[src/ifb_pkg.sv]
// Purpose: Shared constants and types of the interrupt flag bank
// Assumes: Avalon-MM slave, 32-bit data, byte addresses
// Notes:   Four 16-bit flag groups with four matching enable registers
package ifb_pkg;
  localparam int          ADDR_W   = 6;
  localparam int          NGRP     = 4;
  localparam int          GRP_W    = 16;
  localparam int          DATA_W   = 32;
  localparam logic [1:0]  PAGE_FLG = 2'h0;
  localparam logic [1:0]  PAGE_EN  = 2'h1;
  localparam logic [15:0] FLG_RST  = 16'h0000;
  localparam logic [15:0] EN_RST   = 16'h0000;
  localparam logic [31:0] RD_ZERO  = 32'h0000_0000;
  // Implemented bits per group, unused bits stay zero
  localparam logic [NGRP-1:0][15:0] IMPL_MASK = {
    16'h39FF, 16'hDFFF, 16'hFFFB, 16'h0007};

  typedef struct packed {
    logic [15:3] outside;
    logic        compare1_pending;
    logic        capture1_pending;
    logic        ext_irq0_pending;
  } ifb_grp0_s;

  typedef struct packed {
    logic uart2_tx_pending;
    logic uart2_rx_pending;
    logic ext_irq2_pending;
    logic timer5_pending;
    logic timer4_pending;
    logic compare4_pending;
    logic compare3_pending;
    logic dma_ch2_done_pending;
    logic capture8_pending;
    logic capture7_pending;
    logic adc2_done_pending;
    logic ext_irq1_pending;
    logic pin_change_pending;
    logic unused2;
    logic i2c1_master_pending;
    logic i2c1_slave_pending;
  } ifb_grp1_s;

  typedef struct packed {
    logic timer6_pending;
    logic dma_ch4_done_pending;
    logic unused13;
    logic compare8_pending;
    logic compare7_pending;
    logic compare6_pending;
    logic compare5_pending;
    logic capture6_pending;
    logic capture5_pending;
    logic capture4_pending;
    logic capture3_pending;
    logic dma_ch3_done_pending;
    logic can1_event_pending;
    logic can1_rx_ready_pending;
    logic spi2_event_pending;
    logic spi2_error_pending;
  } ifb_grp2_s;

  typedef struct packed {
    logic [1:0] unused15_14;
    logic       dma_ch5_done_pending;
    logic       codec_if_event_pending;
    logic       codec_if_error_pending;
    logic [1:0] unused10_9;
    logic       can2_event_pending;
    logic       can2_rx_ready_pending;
    logic       ext_irq4_pending;
    logic       ext_irq3_pending;
    logic       timer9_pending;
    logic       timer8_pending;
    logic       i2c2_master_pending;
    logic       i2c2_slave_pending;
    logic       timer7_pending;
  } ifb_grp3_s;

  typedef struct packed {
    ifb_grp3_s g3;
    ifb_grp2_s g2;
    ifb_grp1_s g1;
    ifb_grp0_s g0;
  } ifb_evt_s;

  typedef enum logic [1:0] {
    ST_IDLE = 2'b01,
    ST_ACK  = 2'b10
  } ifb_bus_e;
endpackage

[src/ifb_flag_bank.sv]
// Purpose: Interrupt request flag bank with enables and one irq line
// Assumes: Event pulses come from logic on clk_sys
// Notes:   Registers reached over Avalon-MM with waitrequest
//
// Overview of operation
// - Flag reads one while its request pends
// - Unused bits ignore writes, read zero
// - All flags clear at reset
// - Software reads and writes every flag
// - Group1 high byte: uart2, irq2, timers, compares, dma2
// - Group1 low byte: captures, adc2, irq1, change, i2c1
// - Group2 high byte: timer6, dma4, compares 8-5, capture6
// - Group2 low byte: captures, dma3, can1, spi2
// - Group3 high byte: dma5, codec event/error, can2
// - Group3 low byte: can2 rx, irq4/3, timers, i2c2
// - Group0 bits: compare1, capture1, ext irq0
// - Matching enable bit lets flag request processor
`timescale 1ns/1ps
module ifb_flag_bank (
  input  wire logic                         clk_sys,
  input  wire logic                         sys_rst,
  input  wire ifb_pkg::ifb_evt_s            src_evt,
  input  wire logic [ifb_pkg::ADDR_W-1:0]   avs_address,
  input  wire logic                         avs_read,
  input  wire logic                         avs_write,
  input  wire logic [ifb_pkg::DATA_W-1:0]   avs_writedata,
  input  wire logic [3:0]                   avs_byteenable,
  output logic      [ifb_pkg::DATA_W-1:0]   avs_readdata,
  output logic                              avs_waitrequest,
  output logic                              irq
);

  localparam int NG = ifb_pkg::NGRP;

  logic [NG-1:0][15:0]        evt_v;
  logic [NG-1:0][15:0]        flag_ff;
  logic [NG-1:0][15:0]        nxt_flag;
  logic [NG-1:0][15:0]        en_ff;
  logic [NG-1:0][15:0]        nxt_en;
  ifb_pkg::ifb_bus_e          state_ff;
  ifb_pkg::ifb_bus_e          nxt_state;
  logic                       wait_ff;
  logic                       nxt_wait;
  logic [ifb_pkg::DATA_W-1:0] rdata_ff;
  logic [ifb_pkg::DATA_W-1:0] nxt_rdata;
  logic                       irq_ff;
  logic                       nxt_irq;
  logic                       req;
  logic                       wr_fire;
  logic                       hit_flg;
  logic                       hit_en;
  logic [1:0]                 idx;
  logic [15:0]                be16;
  logic [15:0]                wdat16;
  logic [ifb_pkg::DATA_W-1:0] rd_mux;
  logic                       any_pend;

  // Events arrive on named struct fields
  assign evt_v = src_evt;

  // Address decode
  assign req     = avs_read | avs_write;
  assign idx     = avs_address[3:2];
  assign hit_flg = (avs_address[5:4] == ifb_pkg::PAGE_FLG);
  assign hit_en  = (avs_address[5:4] == ifb_pkg::PAGE_EN);
  assign be16    = {{8{avs_byteenable[1]}}, {8{avs_byteenable[0]}}};
  assign wdat16  = avs_writedata[15:0];
  assign wr_fire = (state_ff == ifb_pkg::ST_ACK) & avs_write;

  // Read multiplexer, unmapped words read zero
  always_comb begin
    rd_mux = ifb_pkg::RD_ZERO;
    if (hit_flg) begin
      rd_mux[15:0] = flag_ff[idx];
    end else if (hit_en) begin
      rd_mux[15:0] = en_ff[idx];
    end
  end

  // Bus handshake, one wait cycle per access
  always_comb begin
    nxt_state = state_ff;
    nxt_wait  = wait_ff;
    nxt_rdata = rdata_ff;
    case (state_ff)
      ifb_pkg::ST_IDLE: begin
        if (req) begin
          nxt_state = ifb_pkg::ST_ACK;
          nxt_wait  = 1'b0;
          nxt_rdata = avs_read ? rd_mux : ifb_pkg::RD_ZERO;
        end
      end
      ifb_pkg::ST_ACK: begin
        nxt_state = ifb_pkg::ST_IDLE;
        nxt_wait  = 1'b1;
      end
      default: begin
        nxt_state = ifb_pkg::ST_IDLE;
        nxt_wait  = 1'b1;
      end
    endcase
  end

  always_ff @(posedge clk_sys or posedge sys_rst) begin
    if (sys_rst) begin
      state_ff <= ifb_pkg::ST_IDLE;
      wait_ff  <= 1'b1;
      rdata_ff <= ifb_pkg::RD_ZERO;
    end else begin
      state_ff <= nxt_state;
      wait_ff  <= nxt_wait;
      rdata_ff <= nxt_rdata;
    end
  end

  // Per-group flag and enable update
  genvar g;
  generate
    for (g = 0; g < NG; g++) begin : gen_grp
      logic wsel_f;
      logic wsel_e;
      logic [15:0] base_f;
      logic [15:0] base_e;
      assign wsel_f = wr_fire & hit_flg & (idx == 2'(g));
      assign wsel_e = wr_fire & hit_en & (idx == 2'(g));
      assign base_f = wsel_f ?
        ((flag_ff[g] & ~be16) | (wdat16 & be16)) : flag_ff[g];
      assign base_e = wsel_e ?
        ((en_ff[g] & ~be16) | (wdat16 & be16)) : en_ff[g];
      // Event ORed after the write so a set beats a clear
      assign nxt_flag[g] =
        (base_f | evt_v[g]) & ifb_pkg::IMPL_MASK[g];
      assign nxt_en[g] = base_e & ifb_pkg::IMPL_MASK[g];
    end
  endgenerate

  always_ff @(posedge clk_sys or posedge sys_rst) begin
    if (sys_rst) begin
      for (int i = 0; i < NG; i++) begin
        flag_ff[i] <= ifb_pkg::FLG_RST;
        en_ff[i]   <= ifb_pkg::EN_RST;
      end
    end else begin
      flag_ff <= nxt_flag;
      en_ff   <= nxt_en;
    end
  end

  // Interrupt line, any enabled pending flag
  always_comb begin
    any_pend = |(flag_ff & en_ff);
    nxt_irq  = any_pend;
  end

  always_ff @(posedge clk_sys or posedge sys_rst) begin
    if (sys_rst) begin
      irq_ff <= 1'b0;
    end else begin
      irq_ff <= nxt_irq;
    end
  end

  assign avs_readdata    = rdata_ff;
  assign avs_waitrequest = wait_ff;
  assign irq             = irq_ff;

  // Checks
  logic [63:0] flag_flat;
  logic [63:0] evt_imp;
  logic [63:0] impl_flat;
  logic [15:0] wexp1;
  assign flag_flat = flag_ff;
  assign impl_flat = ifb_pkg::IMPL_MASK;
  assign evt_imp   = evt_v & ifb_pkg::IMPL_MASK;
  assign wexp1     = wdat16 & ifb_pkg::IMPL_MASK[1];
endmodule

[config.mk]
export PLATFORM = sky130hd
export DESIGN_NAME = ifb_flag_bank
export DESIGN_NICKNAME = d
export VERILOG_FILES = /design/src/ifb_pkg.sv /design/src/ifb_flag_bank.sv
export SDC_FILE = /design/constraint.sdc
export NUM_CORES = 1
export LEC_CHECK = 0
export BUFFER_PORTS_ARGS = -buffer_cell sky130_fd_sc_hd__buf_4
export CORE_MARGIN = 2
export CORE_UTILIZATION = 57
export CTS_CLUSTER_SIZE = 30
export DETAILED_ROUTE_END_ITERATION = 10
export MAX_ROUTING_LAYER = met4
export PLACE_DENSITY = 0.85
export SKIP_LAST_GASP = 1
export SLEW_MARGIN = 10
export SYNTH_ARGS = -nofsm -noshare
export SYNTH_HDL_FRONTEND = slang
export SYNTH_SLANG_ARGS = --single-unit
[constraint.sdc]
create_clock -name clk_sys -period 11.4 [get_ports clk_sys]
set_input_delay 3.42 -clock clk_sys [delete_from_list [all_inputs] [get_ports clk_sys]]
set_output_delay 3.42 -clock clk_sys [all_outputs]
set_load 0.01 [all_outputs]
==> results.md <==
* Final setup viols at 0
* Die area at 10300 sq um
* Initial antenna violation count at 0
* Yosys Warn Count at 0
* Gate count of the mapped netlist at 432
* Slew @ Worst Pin at 1.04 ns
* Vias in the first global route at 4062
* Overall global routing resource usage at 28.8%
* Vias per std cell at 6.29
* # nets final at 621
* Leak Pwr at 2.67 nW
* CP Launch Type: input port
* Post_cts resized at 0
* Largest net degree at the start of global routing at 66
* Layout cells sized above 1 at 23.3%
* Syn Std Cell Area at 5420 sq um
* Worst skew pair latency at 0.37 ns
* Commonest non-fill, non-tap cell in the layout: dfrtp_1
* Port Buf Inserts at 88
* Setup Slack @ Placement at 5.91 ns
* CTS tree: built
* Wire per inst at 21.2 um
* Final ANT Viol Nets at 0
* FILL cells at 644
* IO Pins at 144
* Final WL at 13700 um
* Clk slew on worst S/H paths at 0.10 ns
* Post-CTS Hold Buffers at 0
* Setup ws final at 6.24 ns
* Sink Count at 109
* Hold Vio Cnt, Final at 0
* DP HPWL at 9710 um
* Placer congestion estimate at 0.888
* FP Rows at 35
* Slew Viols, Final at 0
* Req. time, crit path at 11.65 ns
* Synth cell types at 37
* Drt first pass iters at 5
* Crit Path Max Fanout at 26
* Setup TNS at 0 ns
* Ant diodes at 0
* Worst EP arrival at 5.40 ns
* RSZ-0062 raised after global routing: no
* Initial DRC Count at 303
* DRC Markers at 0
* Status: finished, final reports clean
* Clock Tree Root: clkbuf_8
* Area growth, synth to finish at 16.2%
* Maximum root-to-sink buffer count at 2
* # Max-Cap Violations at 0
* Global-route wire length before repair at 21700 um
* Die X at 102 um
* H-Tree Depth at 3
* Slew margin rel. at 30.6%
* Max rail drop VDD at 0.0923 mV
* Die H at 102 um
* Most frequent cells in the layout: 108 x dfrtp_1, 91 x buf_4, 63 x mux2_1
* Power Dens Cells at 147 nW/um^2
* Clock skew at 0.00804 ns
* Total gr overflow at 0
* Setup bufs post-CTS at 0
* Critical path class: input port to flop
* Yosys reg bits at 109
* Final period utilization at 45.2%
* Initial Utilization at 58.7%
* DR vias at 4058
* Hold crit path type: flop to flop
* Maximum clock rate at 194 MHz
* Synthesized area per cell at 12.6 sq um
* Sequential area share after synthesis at 50.3%
* Final hold slack at 0.507 ns
* Setup crit end kind: flop
* Core region area at 9240 sq um
* CTS Buf Count at 9
* Minimum clock period at 5.16 ns
kinds of logic after synthesis:
logic type,after synthesis,synth area share (%)
compound gates,123,18.5
flops,109,50.3
simple gates,89,11.3
mux,70,15.1
buf+inv,40,4.80
other cells,1,0.0692
worst max-delay path, cell delays in order:
cell and delay [ns]:
buf_4 0.29, and4bb_1 0.33, nand3_1 0.15, nor2_1 0.79, mux2_1 0.41
through the flow:
stage	power (mW)	instance area [sq um]	cells	util, %
CTS	0.925	6300	645	68.2
detailed placement	0.666	6070	629	65.7
floorplan	0.576	5480	447	-
global placement	0.658	6070	629	65.7
global route	0.963	6300	645	68.2
finish	0.924	6300	645	68.2
per-layer routing:
metal / track usage, % / up-vias / part of all wire (%)
li1: - / 1792 / -
met1: 38.3 / 2032 / 41
met2: 45.2 / 202 / 49
met3: 4.21 / 32 / 7.5
met4: 10.7 / 0 / 2.2
met5: - / - / 0
cells in the mapped netlist:
cell / count / area share [%]
a211o_1: 45 / 7.3
a21oi_1: 9 / 0.83
a221oi_1: 16 / 2.6
a222oi_1: 1 / 0.18
a22o_1: 20 / 3.2
a22oi_1: 24 / 3.3
a32o_1: 1 / 0.18
and3b_1: 1 / 0.16
and4bb_1: 1 / 0.23
buf_1: 2 / 0.14
buf_2: 4 / 0.37
buf_4: 18 / 2.5
buf_6: 5 / 1.0
clkbuf_1: 9 / 0.62
conb_1: 1 / 0.069
dfrtp_1: 108 / 50
dfstp_2: 1 / 0.48
inv_1: 1 / 0.069
inv_2: 1 / 0.069
mux2_1: 63 / 13
mux2i_1: 4 / 0.74
mux4_2: 3 / 1.2
nand2_1: 7 / 0.48
nand2b_1: 3 / 0.35
nand3_1: 5 / 0.46
nand3b_1: 2 / 0.28
nand4_1: 4 / 0.46
nor2_1: 7 / 0.48
nor2b_1: 49 / 5.7
nor3_4: 6 / 1.8
nor4_4: 1 / 0.39
o2111ai_1: 2 / 0.32
o21ai_1: 1 / 0.092
o22ai_1: 4 / 0.46
or2_2: 1 / 0.12
or4_1: 1 / 0.14
or4b_4: 1 / 0.25
path summary, 6_finish.rpt:
path,from,slack (ns),end,cells past startpoint
worst max-delay path,avs_address[4],6.24,flop,5
min in group asynchronous,sys_rst,3.10,flag_ff[20]$_DFF_PP0_,2
worst min register to register,avs_readdata[0]$_DFFE_PP0P_,0.51,avs_readdata[0]$_DFFE_PP0P_,2
worst min-delay path,avs_readdata[0]$_DFFE_PP0P_,0.51,avs_readdata[0]$_DFFE_PP0P_,2
worst max register to register,state_ff[0]$_DFFE_PP1P_,9.17,flag_ff[51]$_DFF_PP0_,4
max in group asynchronous,sys_rst,7.07,async pin,3
where the power goes:
group / internal (mW) / switching (mW) / leakage (nW) / total [mW]
Clock: 0.136 / 0.128 / 0.110 / 0.264
Sequential: 0.430 / 0.0319 / 1.26 / 0.462
Combinational: 0.0989 / 0.0996 / 1.30 / 0.198
Total: 0.665 / 0.259 / 2.67 / 0.924
cell type report:
cell class | instances | area [sq um] | share of cell area [%]
inverter | 2 | 10.0 | 0.159
multi-input combinational | 298 | 2490 | 39.5
sequential | 109 | 2730 | 43.3
timing repair buffer | 91 | 683 | 10.8
tap | 129 | 161 | 2.56
clock inverter | 3 | 67.6 | 1.07
clock buffer | 13 | 159 | 2.52
(Power assumes the default switching activity.)
